**src/core/ssp_defines.svh**
```systemverilog
// Register indices, field positions, reset values and timing counts of the simple serial port.
// Assumes an 8-bit APB address with one 32-bit word per register.
`ifndef SSP_DEFINES_SVH
`define SSP_DEFINES_SVH

// Register indices; byte address is four times the index
`define SSP_IDX_CONTROL 8'h0a
`define SSP_IDX_STATUS 8'h0b
`define SSP_IDX_DATA 8'h0c
`define SSP_IDX_PINS 8'h0d
`define SSP_ADDR_CONTROL 8'(`SSP_IDX_CONTROL * 4)
`define SSP_ADDR_STATUS 8'(`SSP_IDX_STATUS * 4)
`define SSP_ADDR_DATA 8'(`SSP_IDX_DATA * 4)
`define SSP_ADDR_PINS 8'(`SSP_IDX_PINS * 4)

// Control fields
`define SSP_CTRL_EN_BIT 6
`define SSP_CTRL_MASTER_SELECT_BIT 4
`define SSP_CTRL_RESET 8'h00

// Status fields
`define SSP_STAT_TC_BIT 7
`define SSP_STAT_COL_BIT 6
`define SSP_STAT_RESET 8'h00

// Pin state register: data bits low nibble, direction bits high nibble
`define SSP_PIN_SCK 0
`define SSP_PIN_SDI 1
`define SSP_PIN_SDO 2
`define SSP_PINS_DIR_OFS 4
`define SSP_PINS_RESET 8'h00

`define SSP_DATA_RESET 8'h00

// Serial clock is the internal clock divided by this figure
`define SSP_SCK_DIV 4
`define SSP_SCK_FALL_PHASE 2'h0
`define SSP_SCK_RISE_PHASE 2'h2
`define SSP_BITS_PER_XFER 8
`define SSP_LAST_BIT 3'h7

// Stop exit recovery, in oscillator cycles, and its count in internal clocks
`define SSP_STOP_OSC_CYCLES 4064
`define SSP_OSC_PER_CLK 2
`define SSP_STOP_CLKS (`SSP_STOP_OSC_CYCLES / `SSP_OSC_PER_CLK)
`define SSP_RECOV_W 11

`endif

```
**src/core/ssp_pkg.sv**
```systemverilog
// Types shared by the simple serial port files.
// Constants live in ssp_defines.svh.
package ssp_pkg;

  typedef enum logic {XFER_IDLE, XFER_SHIFT} xfer_state_t;

endpackage

```
**src/core/ssp_sync2.sv**
```systemverilog
// Two-flop synchroniser for one level from outside the clock domain.
// Assumes the input may change at any time relative to clk.
`timescale 1ns/10ps
module ssp_sync2
(
  input wire logic clk,
  input wire logic rstn,
  input wire logic async_in,
  output logic sync_out
);

  logic meta_r;

  always_ff @(posedge clk)
  begin
    if (!rstn)
    begin
      meta_r <= 1'b1;
      sync_out <= 1'b1;
    end
    else
    begin
      meta_r <= async_in;
      sync_out <= meta_r;
    end
  end

endmodule

```
**src/core/ssp_sck_div.sv**
```systemverilog
// Master serial clock divider: one falling and one rising pulse per four clocks.
// Assumes run rises at transfer start; the first cycle of run yields the falling pulse.
`timescale 1ns/10ps
`include "ssp_defines.svh"
module ssp_sck_div
(
  input wire logic clk,
  input wire logic rstn,
  input wire logic run,
  output logic fall_pulse,
  output logic rise_pulse
);

  logic [1:0] phase_r;
  logic [1:0] phase_nxt;

  assign phase_nxt = run ? phase_r + 2'h1 : 2'h0;
  assign fall_pulse = run && (phase_r == `SSP_SCK_FALL_PHASE);
  assign rise_pulse = run && (phase_r == `SSP_SCK_RISE_PHASE);

  always_ff @(posedge clk)
  begin
    if (!rstn)
      phase_r <= 2'h0;
    else
      phase_r <= phase_nxt;
  end

endmodule

```
**src/core/simple_serial_port.sv**
```systemverilog
// Simple synchronous serial port: one shared shift/data register, master or slave, APB registers.
// Assumes APB master on CLK; serial pins are asynchronous and are synchronised here.
`timescale 1ns/10ps
`include "ssp_defines.svh"
module simple_serial_port
#(
  parameter bit LSB_FIRST = 1'b0
)
(
  input wire logic CLK,
  input wire logic RSTN,
  input wire logic PSEL,
  input wire logic PENABLE,
  input wire logic PWRITE,
  input wire logic [7:0] PADDR,
  input wire logic [31:0] PWDATA,
  output logic [31:0] PRDATA,
  output logic PREADY,
  output logic PSLVERR,
  input wire logic STOP_MODE,
  input wire logic WAIT_MODE,
  input wire logic SCK_I,
  output logic SCK_O,
  output logic SCK_OE_N,
  input wire logic SDI_I,
  output logic SDI_O,
  output logic SDI_OE_N,
  output logic SDO_O,
  output logic SDO_OE_N,
  output logic PORT_OWNED
);

  // Register state
  logic en_r;
  logic en_nxt;
  logic master_select_r;
  logic master_select_nxt;
  logic tc_r;
  logic tc_nxt;
  logic col_r;
  logic col_nxt;
  logic armed_r;
  logic armed_nxt;
  logic [7:0] data_r;
  logic [7:0] data_nxt;
  logic [7:0] pins_r;
  logic [7:0] pins_nxt;
  logic [31:0] prdata_r;
  ssp_pkg::xfer_state_t state_r;
  ssp_pkg::xfer_state_t state_nxt;
  logic [2:0] bit_cnt_r;
  logic [2:0] bit_cnt_nxt;
  logic [`SSP_RECOV_W-1:0] recov_r;
  logic [`SSP_RECOV_W-1:0] recov_nxt;
  logic stop_d_r;
  logic sck_d_r;

  // Bus decode
  wire setup = PSEL && !PENABLE;
  wire access = PSEL && PENABLE;
  wire hit_ctrl = (PADDR == `SSP_ADDR_CONTROL);
  wire hit_stat = (PADDR == `SSP_ADDR_STATUS);
  wire hit_data = (PADDR == `SSP_ADDR_DATA);
  wire hit_pins = (PADDR == `SSP_ADDR_PINS);
  wire hit_any = hit_ctrl || hit_stat || hit_data || hit_pins;
  wire wr_ctrl = access && PWRITE && hit_ctrl;
  wire wr_data = access && PWRITE && hit_data;
  wire wr_pins = access && PWRITE && hit_pins;
  wire rd_stat = access && !PWRITE && hit_stat;
  wire data_access = access && hit_data;
  wire [7:0] ctrl_val = 8'((8'(en_r) << `SSP_CTRL_EN_BIT) | (8'(master_select_r) << `SSP_CTRL_MASTER_SELECT_BIT));
  wire [7:0] stat_val = 8'((8'(tc_r) << `SSP_STAT_TC_BIT) | (8'(col_r) << `SSP_STAT_COL_BIT));
  wire [7:0] rd_mux = hit_ctrl ? ctrl_val :
                      hit_stat ? stat_val :
                      hit_data ? data_r :
                      hit_pins ? pins_r : 8'h00;
  wire wr_en_bit = PWDATA[`SSP_CTRL_EN_BIT];

  assign PREADY = 1'b1;
  assign PSLVERR = access && !hit_any;
  assign PRDATA = prdata_r;

  // Low-power halt: stop and wait freeze the port, stop exit adds recovery
  wire stop_exit = stop_d_r && !STOP_MODE;
  wire halted = STOP_MODE || WAIT_MODE || (recov_r != `SSP_RECOV_W'(0));
  assign recov_nxt = stop_exit ? `SSP_RECOV_W'(`SSP_STOP_CLKS) :
                     (recov_r != `SSP_RECOV_W'(0)) ? recov_r - `SSP_RECOV_W'(1) : recov_r;

  // Serial pin inputs
  logic sck_s;
  logic sdi_s;

  ssp_sync2 u_sync_sck
  (
    .clk(CLK),
    .rstn(RSTN),
    .async_in(SCK_I),
    .sync_out(sck_s)
  );

  ssp_sync2 u_sync_sdi
  (
    .clk(CLK),
    .rstn(RSTN),
    .async_in(SDI_I),
    .sync_out(sdi_s)
  );

  // Master clock generation
  wire busy = (state_r == ssp_pkg::XFER_SHIFT);
  wire m_run = en_r && master_select_r && busy && !halted;
  logic m_fall;
  logic m_rise;

  ssp_sck_div u_sck_div
  (
    .clk(CLK),
    .rstn(RSTN),
    .run(m_run),
    .fall_pulse(m_fall),
    .rise_pulse(m_rise)
  );

  // Slave edges from the synchronised external clock
  wire s_act = en_r && !master_select_r && !halted;
  wire s_fall = s_act && sck_d_r && !sck_s;
  wire s_rise = s_act && busy && !sck_d_r && sck_s;
  wire fall_ev = master_select_r ? m_fall : s_fall;
  wire rise_ev = master_select_r ? m_rise : s_rise;
  wire last_rise = rise_ev && (bit_cnt_r == `SSP_LAST_BIT);
  wire m_start = wr_data && master_select_r && en_r && !busy;

  wire out_bit = LSB_FIRST ? data_r[0] : data_r[7];
  wire [7:0] shifted = LSB_FIRST ? {sdi_s, data_r[7:1]} : {data_r[6:0], sdi_s};

  // Transfer sequencing
  always_comb
  begin
    state_nxt = state_r;
    bit_cnt_nxt = bit_cnt_r;
    if (!en_r)
    begin
      state_nxt = ssp_pkg::XFER_IDLE;
      bit_cnt_nxt = 3'h0;
    end
    else
    begin
      case (state_r)
        ssp_pkg::XFER_IDLE:
        begin
          bit_cnt_nxt = 3'h0;
          if (m_start || (!master_select_r && s_fall))
            state_nxt = ssp_pkg::XFER_SHIFT;
        end
        ssp_pkg::XFER_SHIFT:
        begin
          if (rise_ev)
            bit_cnt_nxt = bit_cnt_r + 3'h1;
          if (last_rise)
            state_nxt = ssp_pkg::XFER_IDLE;
        end
        default:
        begin
          state_nxt = ssp_pkg::XFER_IDLE;
          bit_cnt_nxt = 3'h0;
        end
      endcase
    end
  end

  // Shared transmit/receive register; a bus write wins over a shift
  always_comb
  begin
    data_nxt = data_r;
    if (wr_data)
      data_nxt = PWDATA[7:0];
    else if (busy && rise_ev)
      data_nxt = shifted;
  end

  // Control register
  always_comb
  begin
    en_nxt = en_r;
    master_select_nxt = master_select_r;
    if (wr_ctrl)
    begin
      en_nxt = wr_en_bit;
      master_select_nxt = PWDATA[`SSP_CTRL_MASTER_SELECT_BIT];
    end
  end

  // Status flags: hardware set wins over software clear
  wire clr_seq = data_access && armed_r;
  wire col_set = data_access && busy;
  wire en_toggle_on = wr_ctrl && wr_en_bit && !en_r && !tc_r;
  assign tc_nxt = last_rise || (tc_r && !clr_seq);
  assign col_nxt = col_set || (col_r && !(clr_seq || en_toggle_on));
  assign armed_nxt = rd_stat ? prdata_r[`SSP_STAT_TC_BIT] : (armed_r && !data_access);

  // Pin state: the port sets directions while enabled and they persist afterwards
  always_comb
  begin
    pins_nxt = pins_r;
    if (wr_pins && !en_r)
      pins_nxt = PWDATA[7:0];
    if (en_r)
    begin
      pins_nxt[`SSP_PINS_DIR_OFS + `SSP_PIN_SCK] = master_select_r;
      pins_nxt[`SSP_PINS_DIR_OFS + `SSP_PIN_SDI] = 1'b0;
      pins_nxt[`SSP_PINS_DIR_OFS + `SSP_PIN_SDO] = 1'b1;
      if (master_select_r && !busy)
        pins_nxt[`SSP_PIN_SCK] = 1'b1;
      else if (master_select_r && m_fall)
        pins_nxt[`SSP_PIN_SCK] = 1'b0;
      else if (master_select_r && m_rise)
        pins_nxt[`SSP_PIN_SCK] = 1'b1;
      // A slave's starting fall arrives while idle and must already drive the first bit
      if (fall_ev && (busy || !master_select_r))
        pins_nxt[`SSP_PIN_SDO] = out_bit;
    end
  end

  // Pin drive: enabled port forces directions, otherwise held state applies
  wire sck_drive = en_r ? master_select_r : pins_r[`SSP_PINS_DIR_OFS + `SSP_PIN_SCK];
  wire sdi_drive = en_r ? 1'b0 : pins_r[`SSP_PINS_DIR_OFS + `SSP_PIN_SDI];
  wire sdo_drive = en_r ? 1'b1 : pins_r[`SSP_PINS_DIR_OFS + `SSP_PIN_SDO];

  assign SCK_O = pins_r[`SSP_PIN_SCK];
  assign SCK_OE_N = !sck_drive;
  assign SDI_O = pins_r[`SSP_PIN_SDI];
  assign SDI_OE_N = !sdi_drive;
  assign SDO_O = pins_r[`SSP_PIN_SDO];
  assign SDO_OE_N = !sdo_drive;
  assign PORT_OWNED = en_r;

  // Register updates; the port never raises an interrupt
  always_ff @(posedge CLK)
  begin
    if (!RSTN)
    begin
      en_r <= 1'b0;
      master_select_r <= 1'b0;
      tc_r <= 1'b0;
      col_r <= 1'b0;
      armed_r <= 1'b0;
      data_r <= `SSP_DATA_RESET;
      pins_r <= `SSP_PINS_RESET;
      state_r <= ssp_pkg::XFER_IDLE;
      bit_cnt_r <= 3'h0;
      prdata_r <= 32'h0000_0000;
    end
    else
    begin
      en_r <= en_nxt;
      master_select_r <= master_select_nxt;
      tc_r <= tc_nxt;
      col_r <= col_nxt;
      armed_r <= armed_nxt;
      data_r <= data_nxt;
      pins_r <= pins_nxt;
      state_r <= state_nxt;
      bit_cnt_r <= bit_cnt_nxt;
      if (setup && !PWRITE)
        prdata_r <= {24'h00_0000, rd_mux};
    end
  end

  always_ff @(posedge CLK)
  begin
    if (!RSTN)
    begin
      recov_r <= `SSP_RECOV_W'(0);
      stop_d_r <= 1'b0;
      sck_d_r <= 1'b1;
    end
    else
    begin
      recov_r <= recov_nxt;
      stop_d_r <= STOP_MODE;
      sck_d_r <= sck_s;
    end
  end

endmodule

```
**config.mk**
```make
export PLATFORM = sky130hd
export DESIGN_NAME = simple_serial_port
export DESIGN_NICKNAME = d
export VERILOG_FILES = /design/src/core/ssp_pkg.sv /design/src/core/ssp_sync2.sv /design/src/core/ssp_sck_div.sv /design/src/core/simple_serial_port.sv
export VERILOG_INCLUDE_DIRS = /design/src /design/src/core
export SDC_FILE = /design/constraint.sdc
export NUM_CORES = 1
export LEC_CHECK = 0
export BUFFER_PORTS_ARGS = -buffer_cell sky130_fd_sc_hd__buf_2
export CORE_ASPECT_RATIO = 0.7
export CORE_MARGIN = 2
export CORE_UTILIZATION = 50
export DETAILED_ROUTE_END_ITERATION = 6
export GPL_ROUTABILITY_DRIVEN = 0
export PLACE_DENSITY_LB_ADDON = 0.08
export SLEW_MARGIN = 20
export SYNTH_ARGS = -nofsm -noshare
export SYNTH_HDL_FRONTEND = slang
export SYNTH_SLANG_ARGS = --single-unit
```
**constraint.sdc**
```tcl
create_clock -name CLK -period 2.9 [get_ports CLK]
set_input_delay 0.58 -clock CLK [delete_from_list [all_inputs] [get_ports CLK]]
set_output_delay 0.58 -clock CLK [all_outputs]
set_load 0.05 [all_outputs]
```
Word level (Yosys, flattened, before mapping)

Cells that the tools add are included.

Register bits: 52
Latch bits: 0
RAM bits: 0
Bits in read-only memories: 0
Bits of input ports: 49
Output and inout bits: 41
Word-level logic and storage cells: 142
Memories: 0

Add/sub/neg operators: 3
Multiply operators: 0
Divide/modulo/power cells: 0
Magnitude comparators: 0
Equality and inequality tests: 7
Shift operators: 0
Muxes and demuxes: 27
Bitwise gates (word level): 4
Reduce and logical (&&, ||, !) cells: 79

Operator list:

| operator                | number |
|---|---|
| $mux W8                 | 6 |
| $logic_and A1 B1 Y1     | 43 |
| $eq A8 B6 Y1 const B    | 4 |
| $mux W11                | 2 |
| $logic_not A1 Y1        | 17 |
| $mux W1                 | 14 |
| $reduce_bool A11 Y1     | 1 |
| $sub A11 B1 Y11 const B | 1 |
| $logic_or A1 B1 Y1      | 10 |
| $or A8 B7 Y8            | 1 |
| $mux W7                 | 1 |
| $or A7 B5 Y7            | 1 |
| $mux W3                 | 2 |
| $pmux W3 S2             | 1 |
| $reduce_bool A2 Y1      | 3 |
| $reduce_and A2 Y1       | 2 |
| $reduce_or A2 Y1        | 2 |
| $add A3 B1 Y3 const B   | 1 |
| $eq A3 B3 Y1 const B    | 1 |
| $add A2 B1 Y2 const B   | 1 |
| $eq A2 B2 Y1 const B    | 1 |
| $logic_not A2 Y1        | 1 |
| $ne A2 B1 Y1 const B    | 1 |
| $not A1 Y1              | 2 |
| $pmux W1 S2             | 1 |

Longest topological paths before layout

Depth after elaboration: 11
Depth in mapped cells: 7
Gate-level depth less buffers: 6

Modules after synthesis

From an unflattened synthesis, not the netlist that was laid out.

Cell total of the unflattened synthesis: 320
Area total of the unflattened synthesis: 2,869.0 sq um

By module, submodules not included:

| module             | instances | cells each | area an instance (sq um) | seq. area each (sq um) |
|---|---|---|---|---|
| simple_serial_port | 1         | 302        | 2,663.8                  | 920.9 |
| ssp_sync2          | 2         | 4          | 52.6                     | 40.0 |
| ssp_sck_div        | 1         | 10         | 100.1                    | 40.0 |

Worst setup path before layout

OpenSTA, ideal clock, no wires.

Path type: reg-to-output
From: register en_r (netlist: PORT_OWNED)
To: output SCK_OE_N
Data arrival time: 2,276 ps
Required time: 2,320 ps
Setup slack: 44 ps
Stages on the path, launching flop included: 4
Buffers on the path: 1
Path through: dfxtp_1 > clkbuf_1 > inv_1 > a21boi_0

Longest elaborated chain between the ends: 2

RTL lines:

| element                | RTL line                  | text |
|---|---|---|
| from (decl)            | simple_serial_port.sv:34  | `logic en_r;` |
| from (signal assigned) | simple_serial_port.sv:255 | `en_r <= en_nxt;` |
| $mux W1                | simple_serial_port.sv:225 | `` wire sck_drive = en_r ? master_select_r : pins_r[`SSP_PINS_DIR_OFS + `SSP_PIN_SCK]; `` |
| $logic_not A1 Y1       | simple_serial_port.sv:230 | `assign SCK_OE_N = !sck_drive;` |
| to (decl)              | simple_serial_port.sv:24  | `output logic SCK_OE_N,` |

No other way between the ends.

Worst setup path in the final report

Ends and elaborated chain as after synthesis.

==> impl_metrics.env <==
export IMPL_status="finished clean"
export IMPL_dieArea_sq_um=6190
export IMPL_wl_met1_mm=3.323
export IMPL_cts_hold_buffers=0
export IMPL_worstSetupPathType="reg2out"
export IMPL_wl_met2_mm=2.524
export IMPL_clk_pin_slew_worst_paths_ns=0.09
export IMPL_fin_skew_ns=0.003777
export IMPL_syn2layout_area_growth_pct=8.809
export IMPL_vias=2332
export IMPL_die_w_microns=93.19
export IMPL_critPathCaptureType="output port"
export IMPL_p_per_area_nw_per_um2=601.2
export IMPL_synth_edf_count=0
export IMPL_wl_met3_microns=259
export IMPL_grt_max_degree=24
export IMPL_final_cells=419
export IMPL_relSlewSlack=0.4896
export IMPL_nFillCells=498
export IMPL_synthCells=311
export IMPL_grt_pass1_wl_mm=10.03
export IMPL_drive_above_1_share=0.1931
export IMPL_grt_overflow=0
export IMPL_rsz0062_at_grt="false"
export IMPL_ant_nets=0
export IMPL_htreeDepth=2
export IMPL_hold_path_class="reg2reg"
export IMPL_numCtsBuffers=5
export IMPL_crit_required_ns=2.32
export IMPL_swShare=0.3713
export IMPL_period_share=0.7939
export IMPL_first_pass_iters=4
export IMPL_nNetsFinal=400
export IMPL_grt_usage=0.2067
export IMPL_setup_worst_path_end="SCK_OE_N"
export IMPL_tightest_slew_ns=0.7649
export IMPL_die_h_microns=66.43
export IMPL_ys_async_sr_fraction=0
export IMPL_clock_path_buffers=2
export IMPL_dpl_instance_area_sq_um=2944
export IMPL_cts_setup_buffers=0
export IMPL_dp_cells=411
export IMPL_io_buffers=40
export IMPL_fin_area_sq_um=3029
export IMPL_post_place_ws_ns=0.6182
export IMPL_irDropWorstVdd_mv=0.2705
export IMPL_top_layer="met4"
export IMPL_cp_max_fo=13
export IMPL_insertedDiodeCount=0
export IMPL_finalMaxSlewViolations=0
export IMPL_synth_main_ff_cell="dfxtp_1"
export IMPL_remaining_drc_errors=0
export IMPL_hold_viol_final=0
export IMPL_dp_hpwl_mm=4.537
export IMPL_drv_cap=0
export IMPL_fp_row_count=22
export IMPL_max_freq_mhz=434.3
export IMPL_synth_most_common_cell="dfxtp_1"
export IMPL_cp_start_kind="register"
export IMPL_worst_r2r_endpoint="data_r[0]$_SDFFE_PN0P_"
export IMPL_insertion_delay_ns=0.30
export IMPL_ctsResizeCount=0
export IMPL_routed_wl_mm=6.147
export IMPL_synth_top_area_frac=0.3739
export IMPL_fin_hold_ws_ns=0.4125
export IMPL_pin_count=90
export IMPL_yosysWarnings=0
export IMPL_synth_area_leaders="dfxtp_1 37%, buf_4 6.7%, mux2i_1 4.0%"
export IMPL_vias_per_cell=5.566
export IMPL_r2r_slack_ns=0.62
export IMPL_antenna_found_initial=0
export IMPL_root_buffer="clkbuf_8"
export IMPL_yosys_area_top_type="dfxtp_1"
export IMPL_internal_power_w=0.001145
export IMPL_r2r_start="recov_r[0]$_SDFFE_PP0P_"
export IMPL_clkSinkCount=52
export IMPL_synth_seq_cells=52
export IMPL_synth_common_cells="52 x dfxtp_1, 25 x buf_4, 24 x nor2_1"
export IMPL_start_util=0.5240
export IMPL_finalSetupViolCount=0
export IMPL_synth_cell_area_sq_um=2784
export IMPL_cts_tree="done"
export IMPL_comb_power_share=0.308
export IMPL_worstPathArrival_ns=1.72
export IMPL_p_clk_frac=0.225
export IMPL_grt_pass1_vias=2050
export IMPL_power_leakage_nw=1.291
export IMPL_power_switching_w=0.0006761
export IMPL_core_sq_um=5313
export IMPL_seqPwrFrac=0.467
export IMPL_min_period_ns=2.302
export IMPL_ys_seq_area_frac=0.3739
export IMPL_drtIter0Drc=146
export IMPL_rr_worst_depth=6
export IMPL_fin_ws_ns=0.5976
export IMPL_crit_start="PORT_OWNED$_SDFFE_PN0N_"
export IMPL_avgSynthCellArea_sq_um=8.952
export IMPL_setup_tns_ns=0
export IMPL_ys_types=54
export IMPL_wl_per_cell_microns=14.67
## critical path, cell delays in order (launching register included)
cell and delay, ns:
dfxtp_1 0.65, inv_1 0.18, a21boi_0 0.28, buf_2 0.31
## flip-flops by register name (all words and copies together), names as in the netlist, 2 cells and up
name / cells
PRDATA: 8
bit_cnt_r: 3
data_r: 8
pins_r: 8
recov_r: 11
u_sck_div.phase_r: 2
## placed cells by master (no fill, tap or decap), drive strengths merged, types with 7 or more instances in the layout
| master | Yosys | layout |
|---|---|---|
| dfxtp | 52 | 52 |
| buf | 32 | 44 |
| conb | 2 | 25 |
| nor2 | 24 | 24 |
| nand2 | 20 | 20 |
| a21oi | 14 | 14 |
| nor3 | 12 | 12 |
| mux2i | 11 | 11 |
| nand2b | 10 | 10 |
| inv | 9 | 9 |
| and3 | 9 | 9 |
| a221o | 9 | 9 |
| a211oi | 8 | 8 |
| or3 | 7 | 7 |
| mux2 | 7 | 7 |
| a22oi | 7 | 7 |
| clkbuf | 7 | 7 |
## power by group through the flow
stage                     clock network, W  registers (W)  logic (W)
after CTS                         0.000424       0.000850   0.000556
final                             0.000410       0.000850   0.000560
after global placement                   0       0.000863   0.000545
after detailed placement                 0       0.000866   0.000553
after floorplan                          0       0.000849   0.000481
after global routing              0.000456       0.000863   0.000616
## layout make-up
class,instances,area (sq um),area share
repair buffers,44,230.2,0.07600
clock buffers,7,76.32,0.02520
well taps,72,90.09,0.02974
inverters,10,37.54,0.01239
flip-flops and latches,52,1041,0.3437
clock inverters,1,8.758,0.002891
multi-input cells,233,1545,0.5101
## metal layers
layer  global-route usage  vias up
li1                     -     1162
met1               0.3233     1101
met2               0.2880       65
met4              0.04963        0
met3              0.03763        4
met5                    0        -
## worst min-delay path by stage
stage	start	cells past startpoint	endpoint
floorplan	u_sync_sck.meta_r$_SDFF_PN1_	1	u_sync_sck.sync_out$_SDFF_PN1_
global placement	u_sync_sdi.meta_r$_SDFF_PN1_	1	u_sync_sdi.sync_out$_SDFF_PN1_
detailed placement	u_sync_sdi.meta_r$_SDFF_PN1_	1	u_sync_sdi.sync_out$_SDFF_PN1_
CTS	u_sync_sdi.meta_r$_SDFF_PN1_	1	u_sync_sdi.sync_out$_SDFF_PN1_
global route	u_sync_sdi.meta_r$_SDFF_PN1_	1	u_sync_sdi.sync_out$_SDFF_PN1_
finish	u_sync_sdi.meta_r$_SDFF_PN1_	1	u_sync_sdi.sync_out$_SDFF_PN1_
## through the flow
stage / power [W] / util
2_1_floorplan: 0.001329 / -
3_3_place_gp: 0.001408 / 0.5542
3_5_place_dp: 0.001418 / 0.5542
4_1_cts: 0.001830 / 0.5702
5_1_grt: 0.001935 / 0.5702
6_report: 0.001821 / 0.5702
## cell families after synthesis
| family | count (synthesis) | share of synthesized area |
|---|---|---|
| other | 2 | 0.002698 |
| AND/OR/NAND/NOR | 121 | 0.2593 |
| adder cells (fa/ha/maj) | 5 | 0.02247 |
| XOR/XNOR | 1 | 0.003147 |
| flip-flops | 52 | 0.3739 |
| buffers and inverters | 49 | 0.1020 |
| AO/OA/AOI/OAI | 63 | 0.1685 |
| multiplexers | 18 | 0.06787 |
(Power assumes the default switching activity.)
